### src/verilog/csb_regs.vh
// Purpose: register map, field positions and codes of the compare/skip/branch unit
// Assumes: included by bare name from the design files
// Notes: byte addresses on an AXI4-Lite bus with 32-bit words
`ifndef CSB_REGS_VH
`define CSB_REGS_VH

`define CSB_ADDR_W 8
`define CSB_OFS_CMD 8'h00
`define CSB_OFS_PC 8'h04
`define CSB_OFS_FLAGS 8'h08
`define CSB_OFS_STATUS 8'h0C
`define CSB_OFS_REGSEL 8'h10
`define CSB_OFS_REGDATA 8'h14

// command word fields
`define CSB_CMD_OP_LSB 0
`define CSB_CMD_BIT_LSB 4
`define CSB_CMD_TWO_WORD 7
`define CSB_CMD_RD_LSB 8
`define CSB_CMD_RR_LSB 16
`define CSB_CMD_K_LSB 24

// operation codes
`define CSB_OP_CMP 4'h0
`define CSB_OP_CMPC 4'h1
`define CSB_OP_CMPI 4'h2
`define CSB_OP_SKRC 4'h3
`define CSB_OP_SKRS 4'h4
`define CSB_OP_SKIC 4'h5
`define CSB_OP_SKIS 4'h6
`define CSB_OP_BRFS 4'h7
`define CSB_OP_BRFC 4'h8
`define CSB_OP_BRANCH_EQUAL 4'h9

// status flag bit positions
`define CSB_FLAG_C 0
`define CSB_FLAG_Z 1
`define CSB_FLAG_N 2
`define CSB_FLAG_V 3
`define CSB_FLAG_S 4
`define CSB_FLAG_H 5

// status register fields
`define CSB_ST_BUSY 0
`define CSB_ST_TAKEN 1
`define CSB_ST_BADOP 2
`define CSB_ST_CYC_LSB 4

// reset values
`define CSB_PC_RST 16'h0000
`define CSB_FLAGS_RST 8'h00

// pc steps and cycle counts
`define CSB_PC_STEP 16'h0001
`define CSB_SKIP_SHORT 16'h0002
`define CSB_SKIP_LONG 16'h0003
`define CSB_CYC_ONE 3'h1
`define CSB_CYC_TWO 3'h2
`define CSB_CYC_THREE 3'h3

// axi responses
`define CSB_RESP_OKAY 2'h0
`define CSB_RESP_SLVERR 2'h2

`endif

### src/verilog/csb_regfile.v
// Purpose: working register file, one write port and two registered read ports
// Assumes: single clock; read data appear one edge after the address
// Notes: a read of the word being written returns the old value for one cycle
`timescale 1ns/1ps
`default_nettype none
module csb_regfile #(
	parameter DEPTH = 32,
	parameter AW = 5,
	parameter DW = 8
) (
	input wire clock_in,
	input wire wr_en_in,
	input wire [AW-1:0] wr_addr_in,
	input wire [DW-1:0] wr_data_in,
	input wire [AW-1:0] rd_addr_a_in,
	input wire [AW-1:0] rd_addr_b_in,
	output reg [DW-1:0] rd_data_a_out,
	output reg [DW-1:0] rd_data_b_out
);
	reg [DW-1:0] mem [0:DEPTH-1];

	// no reset on the array so it maps onto ram; contents are set by software
	always @(posedge clock_in) begin
		if (wr_en_in) begin
			mem[wr_addr_in] <= wr_data_in;
		end
		rd_data_a_out <= mem[rd_addr_a_in];
		rd_data_b_out <= mem[rd_addr_b_in];
	end
endmodule // csb_regfile
`default_nettype wire

### src/verilog/csb_exec.v
// Purpose: executes compares, bit skips and flag branches on an 8-bit core state
// Assumes: AXI4-Lite master keeps one read and one write outstanding at most
// Notes: a command write starts one instruction; cycle cost is reported in status
//
// Added by the designer: register access over AXI4-Lite and the register addresses.
`timescale 1ns/1ps
`default_nettype none
`include "csb_regs.vh"

// Overview of operation
// [RQ1] compare: rd minus rr sets Z N V C H
// [RQ2] compare with carry subtracts carry too
// [RQ3] compare immediate: rd minus constant, flags set
// [RQ4] skip when register bit clear, flags kept
// [RQ5] skip when register bit set, flags kept
// [RQ6] skip when io bit clear, flags kept
// [RQ7] skip when io bit set, flags kept
// [RQ8] branch pc+k+1 when selected flag set
// [RQ9] branch pc+k+1 when selected flag clear
// [RQ10] branch pc+k+1 when zero flag set
// [RQ11] two-word skipped instruction: step 3, cost 3
module csb_exec #(
	parameter PC_W = 16,
	parameter REG_DEPTH = 32
) (
	input wire clock_in,
	input wire reset_n_in,
	input wire [`CSB_ADDR_W-1:0] s_axi_awaddr_in,
	input wire s_axi_awvalid_in,
	output reg s_axi_awready_out,
	input wire [31:0] s_axi_wdata_in,
	input wire [3:0] s_axi_wstrb_in,
	input wire s_axi_wvalid_in,
	output reg s_axi_wready_out,
	output reg [1:0] s_axi_bresp_out,
	output reg s_axi_bvalid_out,
	input wire s_axi_bready_in,
	input wire [`CSB_ADDR_W-1:0] s_axi_araddr_in,
	input wire s_axi_arvalid_in,
	output reg s_axi_arready_out,
	output reg [31:0] s_axi_rdata_out,
	output reg [1:0] s_axi_rresp_out,
	output reg s_axi_rvalid_out,
	input wire s_axi_rready_in,
	output reg [7:0] io_addr_out,
	input wire [7:0] io_data_in,
	output reg [PC_W-1:0] pc_out,
	output reg [7:0] status_flags_register_out,
	output reg done_out
);
	localparam ST_IDLE = 2'h0;
	localparam ST_READ = 2'h1;
	localparam ST_EXEC = 2'h2;

	reg [1:0] state_ff;
	reg [`CSB_ADDR_W-1:0] awaddr_ff;
	reg [31:0] wdata_ff;
	reg [3:0] wstrb_ff;
	reg aw_have_ff;
	reg w_have_ff;
	reg [31:0] cmd_ff;
	reg [4:0] regsel_ff;
	reg taken_ff;
	reg badop_ff;
	reg [2:0] cycles_ff;
	reg [PC_W-1:0] nxt_pc;
	reg [7:0] nxt_flags;
	reg nxt_taken;
	reg nxt_badop;
	reg [2:0] nxt_cycles;
	reg [7:0] res;
	reg [7:0] sub_b;
	reg carry_in;
	reg test_bit;
	reg [31:0] rd_word;
	reg rd_ok;
	reg wr_ok;

	wire [7:0] rd_a;
	wire [7:0] rd_b;
	wire aw_hs = s_axi_awvalid_in & s_axi_awready_out;
	wire w_hs = s_axi_wvalid_in & s_axi_wready_out;
	wire ar_hs = s_axi_arvalid_in & s_axi_arready_out;
	wire wr_go = aw_have_ff & w_have_ff & ~s_axi_bvalid_out;
	wire busy = (state_ff != ST_IDLE);
	wire [3:0] op = cmd_ff[`CSB_CMD_OP_LSB +: 4];
	wire [2:0] bsel = cmd_ff[`CSB_CMD_BIT_LSB +: 3];
	wire [7:0] k_field = cmd_ff[`CSB_CMD_K_LSB +: 8];
	wire two_word = cmd_ff[`CSB_CMD_TWO_WORD];
	wire start = wr_go & wr_ok & (awaddr_ff == `CSB_OFS_CMD) & wstrb_ff[0] & ~busy;
	wire regdata_wr = wr_go & wr_ok & (awaddr_ff == `CSB_OFS_REGDATA) & wstrb_ff[0];
	// while idle port a follows the software selector for regdata reads
	wire [4:0] addr_a = busy ? cmd_ff[`CSB_CMD_RD_LSB +: 5] : regsel_ff;

	csb_regfile #(
		.DEPTH(REG_DEPTH),
		.AW(5),
		.DW(8)
	) u_regfile (
		.clock_in(clock_in),
		.wr_en_in(regdata_wr),
		.wr_addr_in(regsel_ff),
		.wr_data_in(wdata_ff[7:0]),
		.rd_addr_a_in(addr_a),
		.rd_addr_b_in(cmd_ff[`CSB_CMD_RR_LSB +: 5]),
		.rd_data_a_out(rd_a),
		.rd_data_b_out(rd_b)
	);

	always @* begin
		wr_ok = 1'b1;
		if (awaddr_ff == `CSB_OFS_CMD) begin
			wr_ok = 1'b1;
		end else if (awaddr_ff == `CSB_OFS_PC) begin
			wr_ok = 1'b1;
		end else if (awaddr_ff == `CSB_OFS_FLAGS) begin
			wr_ok = 1'b1;
		end else if (awaddr_ff == `CSB_OFS_REGSEL) begin
			wr_ok = 1'b1;
		end else if (awaddr_ff == `CSB_OFS_REGDATA) begin
			wr_ok = 1'b1;
		end else begin
			wr_ok = 1'b0;
		end
	end

	always @* begin
		rd_word = 32'h00000000;
		rd_ok = 1'b1;
		if (s_axi_araddr_in == `CSB_OFS_CMD) begin
			rd_word = cmd_ff;
		end else if (s_axi_araddr_in == `CSB_OFS_PC) begin
			rd_word[PC_W-1:0] = pc_out;
		end else if (s_axi_araddr_in == `CSB_OFS_FLAGS) begin
			rd_word[7:0] = status_flags_register_out;
		end else if (s_axi_araddr_in == `CSB_OFS_STATUS) begin
			rd_word[`CSB_ST_BUSY] = busy;
			rd_word[`CSB_ST_TAKEN] = taken_ff;
			rd_word[`CSB_ST_BADOP] = badop_ff;
			rd_word[`CSB_ST_CYC_LSB +: 3] = cycles_ff;
		end else if (s_axi_araddr_in == `CSB_OFS_REGSEL) begin
			rd_word[4:0] = regsel_ff;
		end else if (s_axi_araddr_in == `CSB_OFS_REGDATA) begin
			rd_word[7:0] = rd_a;
		end else begin
			rd_ok = 1'b0;
		end
	end

	// instruction datapath, evaluated in ST_EXEC with operands from the register file
	always @* begin
		nxt_pc = pc_out + `CSB_PC_STEP;
		nxt_flags = status_flags_register_out;
		nxt_taken = 1'b0;
		nxt_badop = 1'b0;
		nxt_cycles = `CSB_CYC_ONE;
		sub_b = (op == `CSB_OP_CMPI) ? k_field : rd_b; // [RQ3]
		carry_in = (op == `CSB_OP_CMPC) ? status_flags_register_out[`CSB_FLAG_C] : 1'b0; // [RQ2]
		res = rd_a - sub_b - {7'h00, carry_in}; // [RQ1]
		test_bit = 1'b0;
		case (op)
			`CSB_OP_CMP, `CSB_OP_CMPC, `CSB_OP_CMPI: begin
				nxt_flags[`CSB_FLAG_H] = (~rd_a[3] & sub_b[3]) | (sub_b[3] & res[3]) | (res[3] & ~rd_a[3]);
				nxt_flags[`CSB_FLAG_V] = (rd_a[7] & ~sub_b[7] & ~res[7]) | (~rd_a[7] & sub_b[7] & res[7]);
				nxt_flags[`CSB_FLAG_N] = res[7];
				nxt_flags[`CSB_FLAG_S] = res[7] ^ nxt_flags[`CSB_FLAG_V];
				nxt_flags[`CSB_FLAG_C] = (~rd_a[7] & sub_b[7]) | (sub_b[7] & res[7]) | (res[7] & ~rd_a[7]);
				// with carry, a zero result only keeps Z so multi-byte compares chain
				if (op == `CSB_OP_CMPC) begin
					nxt_flags[`CSB_FLAG_Z] = (res == 8'h00) & status_flags_register_out[`CSB_FLAG_Z]; // [RQ2]
				end else begin
					nxt_flags[`CSB_FLAG_Z] = (res == 8'h00); // [RQ1] [RQ3]
				end
			end
			`CSB_OP_SKRC, `CSB_OP_SKRS, `CSB_OP_SKIC, `CSB_OP_SKIS: begin
				if (op == `CSB_OP_SKRC || op == `CSB_OP_SKRS) begin
					test_bit = rd_a[bsel]; // [RQ4] [RQ5]
				end else begin
					test_bit = io_data_in[bsel]; // [RQ6] [RQ7]
				end
				nxt_taken = (op == `CSB_OP_SKRS || op == `CSB_OP_SKIS) ? test_bit : ~test_bit;
				if (nxt_taken) begin
					nxt_pc = pc_out + (two_word ? `CSB_SKIP_LONG : `CSB_SKIP_SHORT); // [RQ11]
					nxt_cycles = two_word ? `CSB_CYC_THREE : `CSB_CYC_TWO; // [RQ11]
				end
			end
			`CSB_OP_BRFS, `CSB_OP_BRFC, `CSB_OP_BRANCH_EQUAL: begin
				if (op == `CSB_OP_BRANCH_EQUAL) begin
					nxt_taken = status_flags_register_out[`CSB_FLAG_Z]; // [RQ10]
				end else if (op == `CSB_OP_BRFS) begin
					nxt_taken = status_flags_register_out[bsel]; // [RQ8]
				end else begin
					nxt_taken = ~status_flags_register_out[bsel]; // [RQ9]
				end
				if (nxt_taken) begin
					// offset is 7-bit signed, sign-extended to the pc width
					nxt_pc = pc_out + {{(PC_W-7){k_field[6]}}, k_field[6:0]} + `CSB_PC_STEP; // [RQ8] [RQ9] [RQ10]
					nxt_cycles = `CSB_CYC_TWO;
				end
			end
			default: begin
				nxt_pc = pc_out;
				nxt_badop = 1'b1;
			end
		endcase
	end

	always @(posedge clock_in or negedge reset_n_in) begin
		if (!reset_n_in) begin
			s_axi_awready_out <= 1'b1;
			s_axi_wready_out <= 1'b1;
			s_axi_bvalid_out <= 1'b0;
			s_axi_bresp_out <= `CSB_RESP_OKAY;
			s_axi_arready_out <= 1'b1;
			s_axi_rvalid_out <= 1'b0;
			s_axi_rdata_out <= 32'h00000000;
			s_axi_rresp_out <= `CSB_RESP_OKAY;
			aw_have_ff <= 1'b0;
			w_have_ff <= 1'b0;
			awaddr_ff <= {`CSB_ADDR_W{1'b0}};
			wdata_ff <= 32'h00000000;
			wstrb_ff <= 4'h0;
			state_ff <= ST_IDLE;
			cmd_ff <= 32'h00000000;
			regsel_ff <= 5'h00;
			pc_out <= `CSB_PC_RST;
			status_flags_register_out <= `CSB_FLAGS_RST;
			io_addr_out <= 8'h00;
			taken_ff <= 1'b0;
			badop_ff <= 1'b0;
			cycles_ff <= 3'h0;
			done_out <= 1'b0;
		end else begin
			done_out <= 1'b0;
			if (aw_hs) begin
				awaddr_ff <= s_axi_awaddr_in;
				aw_have_ff <= 1'b1;
				s_axi_awready_out <= 1'b0;
			end
			if (w_hs) begin
				wdata_ff <= s_axi_wdata_in;
				wstrb_ff <= s_axi_wstrb_in;
				w_have_ff <= 1'b1;
				s_axi_wready_out <= 1'b0;
			end
			if (wr_go) begin
				s_axi_bvalid_out <= 1'b1;
				s_axi_bresp_out <= wr_ok ? `CSB_RESP_OKAY : `CSB_RESP_SLVERR;
				aw_have_ff <= 1'b0;
				w_have_ff <= 1'b0;
			end
			if (s_axi_bvalid_out && s_axi_bready_in) begin
				s_axi_bvalid_out <= 1'b0;
				s_axi_awready_out <= 1'b1;
				s_axi_wready_out <= 1'b1;
			end
			if (ar_hs) begin
				s_axi_arready_out <= 1'b0;
				s_axi_rvalid_out <= 1'b1;
				s_axi_rdata_out <= rd_word;
				s_axi_rresp_out <= rd_ok ? `CSB_RESP_OKAY : `CSB_RESP_SLVERR;
			end
			if (s_axi_rvalid_out && s_axi_rready_in) begin
				s_axi_rvalid_out <= 1'b0;
				s_axi_arready_out <= 1'b1;
			end
			// software writes to pc and flags are dropped while an instruction runs
			if (wr_go && !busy) begin
				if (awaddr_ff == `CSB_OFS_PC) begin
					pc_out <= wdata_ff[PC_W-1:0];
				end else if (awaddr_ff == `CSB_OFS_FLAGS && wstrb_ff[0]) begin
					status_flags_register_out <= wdata_ff[7:0];
				end
			end
			if (wr_go && awaddr_ff == `CSB_OFS_REGSEL && wstrb_ff[0]) begin
				regsel_ff <= wdata_ff[4:0];
			end
			case (state_ff)
				ST_IDLE: begin
					if (start) begin
						cmd_ff <= wdata_ff;
						io_addr_out <= wdata_ff[`CSB_CMD_K_LSB +: 8];
						state_ff <= ST_READ;
					end
				end
				ST_READ: begin
					state_ff <= ST_EXEC;
				end
				ST_EXEC: begin
					// skips and branches leave every flag as it was
					status_flags_register_out <= nxt_flags; // [RQ4] [RQ5] [RQ6] [RQ7] [RQ8] [RQ9]
					pc_out <= nxt_pc;
					taken_ff <= nxt_taken;
					badop_ff <= nxt_badop;
					cycles_ff <= nxt_cycles;
					done_out <= 1'b1;
					state_ff <= ST_IDLE;
				end
				default: begin
					state_ff <= ST_IDLE;
				end
			endcase
		end
	end
endmodule // csb_exec
`default_nettype wire

### config.mk
export PLATFORM = sky130hd
export DESIGN_NAME = csb_exec
export DESIGN_NICKNAME = d
export VERILOG_FILES = /design/src/verilog/csb_regfile.v /design/src/verilog/csb_exec.v
export VERILOG_INCLUDE_DIRS = /design/src /design/src/verilog
export SDC_FILE = /design/constraint.sdc
export NUM_CORES = 1
export LEC_CHECK = 0
export BUFFER_PORTS_ARGS = -buffer_cell sky130_fd_sc_hd__buf_2
export CORE_MARGIN = 4
export CORE_UTILIZATION = 35
export CTS_CLUSTER_SIZE = 40
export DETAILED_ROUTE_END_ITERATION = 7
export GPL_ROUTABILITY_DRIVEN = 0
export PLACE_DENSITY = 0.62
export SLEW_MARGIN = 20
export SYNTH_ARGS = -nofsm -noshare
export SYNTH_HDL_FRONTEND = slang
export SYNTH_SLANG_ARGS = --single-unit
### constraint.sdc
create_clock -name clock_in -period 5.3 [get_ports clock_in]
set_clock_uncertainty 0.2 [all_clocks]
set_input_delay 0.53 -clock clock_in [delete_from_list [all_inputs] [get_ports clock_in]]
set_output_delay 0.53 -clock clock_in [all_outputs]
set_load 0.02 [all_outputs]
After elaboration in Yosys (flattened, before gate mapping)
Memories as Yosys holds them, arrays and structs flattened. A register that Yosys moved wholly into a read port is not among the register bits. Cells that the tools add are included.

Memories kept: 1. Word-level logic and storage cells: 203. Register bits after elaboration: 161. Bits of input ports: 67. RAM bits: 256. Output and inout bits: 74.

Equality and inequality tests: 24. Magnitude comparators: 1. Bitwise logic cells: 37. Add/sub/neg operators: 6. Multiplexer cells: 78. Reductions and logical operators: 32.

Memories: u_regfile.mem (depth 32, bits a word 8, rd ports 2, clocked after memory_dff 2, wr ports 1, RTL line csb_regfile.v:20) `reg [DW-1:0] mem [0:DEPTH-1];`.

Operator list (number): two-way mux 16 bit (7); one-hot mux 16 bit (3 select lines) (1); two-way mux 1 bit (44); two-way mux 8 bit (5); adder 16 x 1 -> 16 bit, second input constant (2); equality test 8 x 5 -> 1 bit, second input constant (4); two-way mux 6 bit (5); equality test 8 x 4 -> 1 bit, second input constant (3); zero test 8 bit (3); AND 1 bit (21); nonzero test 2 bit (10); adder 16 bit (1); adder 16 x 2 -> 16 bit (1); equality test 4 x 3 -> 1 bit, second input constant (4); equality test 8 x 3 -> 1 bit, second input constant (2); two-way mux 2 bit (5); two-way mux 5 bit (2); inverter 1 bit (10); OR reduction 10 bit (1); binary-select mux 1 bit (select 3 bit) (3); two-way mux 3 bit (3); equality test 4 x 2 -> 1 bit, second input constant (2); equality test 4 bit, second input constant (2); one-hot mux 2 bit (2 select lines) (2); other kinds (22) (35).

Logic depth before layout (Yosys ltp)
Depth after elaboration: 12. Gate-level depth with buffers: 14. Depth with buffers taken out: 13.

Modules after synthesis
A second synthesis with hierarchy kept.

Cells, all modules: 1482. Area total of the unflattened synthesis: 21216.6 µm².

Modules (own cells, without submodules): csb_regfile (area an instance 12208.0 µm², sequential area each 8007.7 µm², cells each 532, instances 1); csb_exec (area an instance 9008.6 µm², sequential area each 3732.3 µm², cells each 950, instances 1).

Worst setup path after synthesis
Ideal clock, no wire load.

Path kind: flip-flop to flip-flop. Start: register cmd_ff[1]. End: register status_flags_register_out[1]. Period minus slack after synthesis: 4069 ps. Setup time: 82 ps. Data required time: 5018 ps. Buffers on the path: 1. Cell stages (with the launch flop): 15. Arrival time: 3788 ps. Slack: 1231 ps. Cells stage by stage: dfrtp_1 -> clkbuf_1 -> nor4b_2 -> mux2_2 -> fa_1 -> inv_1 -> ha_1 -> nand2_1 -> a21boi_0 -> o21a_1 -> o21ai_0 -> mux2i_1 -> o21ai_0 -> or3_1 -> a31oi_1.

Cells in the longest elaborated chain, start to end: 9. Elaborated cells between the ends (all ways): 15. Those cells by class: add/sub (2); eq/ne (3); mux (5); bitwise (1); reduce/logical (4).

Ends and longest elaborated chain: start, declared (RTL line csb_exec.v:61) `reg [31:0] cmd_ff;`; start signal, assigned (RTL line csb_exec.v:281) `cmd_ff <= wdata_ff;`; equality test 4 x 2 -> 1 bit (RTL line csb_exec.v:161) `case (op)`; two-way mux 8 bit (RTL line csb_exec.v:157) `` sub_b = (op == `CSB_OP_CMPI) ? k_field : rd_b; ``; subtractor 8 bit (RTL line csb_exec.v:159) `res = rd_a - sub_b - {7'h00, carry_in};`; subtractor 8 x 1 -> 8 bit (RTL line csb_exec.v:159); zero test 8 bit (RTL line csb_exec.v:170, csb_exec.v:172); AND 1 bit (RTL line csb_exec.v:170) `` nxt_flags[`CSB_FLAG_Z] = (res == 8'h00) & status_flags_register_out[`CSB_FLAG_Z]; ``; two-way mux 1 bit (RTL line csb_exec.v:169) `` if (op == `CSB_OP_CMPC) begin ``; two-way mux 6 bit (RTL line csb_exec.v:161); two-way mux 6 bit (RTL line csb_exec.v:278) `case (state_ff)`; end signal, assigned (RTL line csb_exec.v:227) `` status_flags_register_out <= `CSB_FLAGS_RST; ``; end signal, assigned (RTL line csb_exec.v:272) `status_flags_register_out <= wdata_ff[7:0];`; end signal, assigned (RTL line csb_exec.v:291) `status_flags_register_out <= nxt_flags;`; end, declared (RTL line csb_exec.v:48) `output reg [7:0] status_flags_register_out,`.

Several ways; a longest one is shown, not always the timed one. The select of a mux whose other input is x is not followed. A chain may end at the register's enable or synchronous reset.

Worst setup path after layout
Same ends and word-level chain as after synthesis.

==> metrics <==
status=completed; Slew Viols, Final=0; post-synthesis area per instance=between 10 and 15 µm²; Finished Core Util=slightly above 40%; CTS tree=yes; WL final=59.4 mm; CP startpoint kind=flip-flop; Max Clk Rate=0.243 GHz; Num CTS Buffers=47; maxcap violations=0; end point of the critical path=status_flags_register_out[1]$_DFFE_PN0P_; pre-CTS setup slack=1.27 ns; final hold vios=0; GR Util met1=24.9%; crit path from=cmd_ff[1]$_DFFE_PN0P_; Critical Path RT=5.59 ns; Max VDD drop=roughly 0.00025 V; share of layout cells above drive strength 1=28.8%; total power=11.7 mW; P_leak=9.36 nW; placed cells=about 2,400; Mapped Area=21,100 µm²; Final ANT Viol Nets=0; maximum fanout along the worst path=14; Setup WS post-layout=1.19 ns; initial antenna violation count=2; Clock Sinks=421; Yosys top cell area share=36.4%; predominant post-synthesis flop cell=edfxtp_1; H-tree depth=2; Critical Path AT=4.39 ns; Worst Tran Pin Value=1.03 ns; filler cell count=5,364; most common cell in the netlist=edfxtp_1; GR met3 Demand/Resource=2.73%; Power Density=475 nW/µm²; die height=254 µm; Setup TNS=0 ns; Avg Vias per Cell=5.71; start of the worst register-to-register path=cmd_ff[1]$_DFFE_PN0P_; Clock transition at path regs=0.06 ns; register area share after synthesis=55.6%; endpoints failing setup=0; GRT overflow=0; slew margin rel.=31.4%; hold_ws=0.0301 ns; unrepaired setup endpoints after global routing=false; area post-placement=22,600 µm²; clk buf depth=3; post-synthesis cell type count=82; Tot GR Track Use=18.0%; first-pass GRT wire length=88.8 mm; Clock Latency Late Sink=approximately 0.57 ns; min-delay worst type=input port to flip-flop; via count=14,200; num ports=~140; fin crit period=4.11 ns; Async S/R FF share, synth=roughly 35%; Nets=1,777; cell count after synthesis=1,519; Residual DRC=0; largest net degree at the start of global routing=approximately 100; Warnings, synthesis=0; Detailed Routing Iterations Pass 1=7; PortBufs=135; 1st-iter DRT viols=around 1,400; ranking of synthesized cells by area=edfxtp_1 (36%), dfrtp_1 (17%), mux4_2 (16%), mux2_2 (4.7%), nand2_1 (2.9%); final worst-path cycle share=77.5%; Worst Setup Path Type=flip-flop to flip-flop; Die Area=between 60,000 and 70,000 µm²; FF+latch count, synth=421; clock root buffer=clkbuf_16; Setup crit end kind=flip-flop; FF-to-FF End=status_flags_register_out[1]$_DFFE_PN0P_; GRT busiest layer=met2; R2R Setup Slk=1.19 ns; post-route cell area=~25,000 µm²; Final Non-Filler Cells=between 2,000 and 2,500; Yosys top cell by area=edfxtp_1; met2 usage=30.1%; vias in the first global route=14,200; P&R area growth vs syn=16.6%; Avg WL per Cell=23.9 µm; row cnt=89; Starting Density=35.6%; Die Wd=254 µm; Post-synth EDFFs=256; Hold Crit Depth=2; HPWL after DPL=39.1 mm; Core Footprint=between 50,000 and 60,000 µm²; Worst Reg-to-Reg Cells=14; Post-synth top cells=edfxtp_1 (256), nand2_1 (161), mux4_2 (150)
## per-layer routing
metal  routed length (µm)  up-vias
met1                24300     7263
li1                     -     6190
met3                 4720       86
met5                    0        -
met2                29000      674
met4                 1410        0
## worst min-delay path by stage
stage                               startpoint                              end  slack [ns]
6_report                    s_axi_awaddr_in[2]         awaddr_ff[2]$_DFFE_PN0P_        0.03
3_3_place_gp   s_axi_rdata_out[13]$_DFFE_PN0P_  s_axi_rdata_out[13]$_DFFE_PN0P_        0.26
3_5_place_dp    s_axi_rdata_out[9]$_DFFE_PN0P_   s_axi_rdata_out[9]$_DFFE_PN0P_        0.27
5_1_grt                     s_axi_awaddr_in[2]         awaddr_ff[2]$_DFFE_PN0P_        0.02
4_1_cts                     s_axi_awaddr_in[2]         awaddr_ff[2]$_DFFE_PN0P_       0.001
2_1_floorplan                       reset_n_in           aw_have_ff$_DFFE_PN0P_        0.03
## layout make-up
class	count	area, µm²	share of cell area, %
clock buffers	71	1420	5.76
multi-input cells	957	8800	35.7
repair buffers	203	1350	5.47
diodes	2	5.00	0.0203
flip-flops and latches	421	11700	47.7
inverters	45	169	0.686
clock inverters	15	164	0.666
well taps	773	967	3.93
## placed cells by master, fill, tap and decap left out, drive strengths merged, types with 13 or more instances in the layout
cell / instances
edfxtp: 256
nand2: 161
buf: 156
mux4: 150
dfrtp: 146
mux2: 95
nor2: 91
o21ai: 87
clkbuf: 71
dlygate4sd3: 47
inv: 46
a21oi: 39
nand3: 36
ha: 32
mux2i: 28
nor3: 21
o211ai: 18
a22o: 17
dfxtp: 16
xnor2: 13
## worst max-delay path, cell delays in order, from the launching register on
cell and delay (ns):
dfrtp_1 0.59, nor4b_2 0.27, buf_4 0.21, mux2_2 0.37, fa_1 0.41, inv_1 0.07
ha_1 0.24, nand2_1 0.09, a21boi_0 0.12, o21a_1 0.19, o21ai_0 0.20, mux2i_1 0.34
o21ai_0 0.17, or3_1 0.40, a31oi_1 0.16
## registers in the layout, summed over array words and instances, names as in the netlist, 2 cells and up
register and cells:
awaddr_ff 8, cmd_ff 24, io_addr_out 8, pc_out 16, regsel_ff 5, s_axi_rdata_out 32, state_ff 2, status_flags_register_out 8
u_regfile.mem 256, u_regfile.rd_data_a_out 8, u_regfile.rd_data_b_out 8, wdata_ff 32
## where the power goes
part | internal [mW] | leakage, nW | switching [mW]
Sequential | 4.12 | 4.32 | 0.503
Clock | 1.99 | 0.770 | 1.33
Combinational | 1.55 | 4.27 | 2.21
## kinds of logic after synthesis
logic type                 after synthesis  share of synthesized area (%)
buffers and inverters                  142                           2.91
AOI/OAI and AO/OA                      243                           7.54
xor gates and xnor gates                23                          0.955
and+or+nand+nor                        381                           8.34
other                                    1                         0.0178
adders and majority gates               35                           2.18
muxes                                  273                           22.4
DFF                                    421                           55.6
## what timing repair did
item	CTS	global route
endpoints found under the hold margin	142	0
hold buffers	47	0
setup buffers	0	0
gates resized for setup	0	0
(Power assumes the default switching activity.)
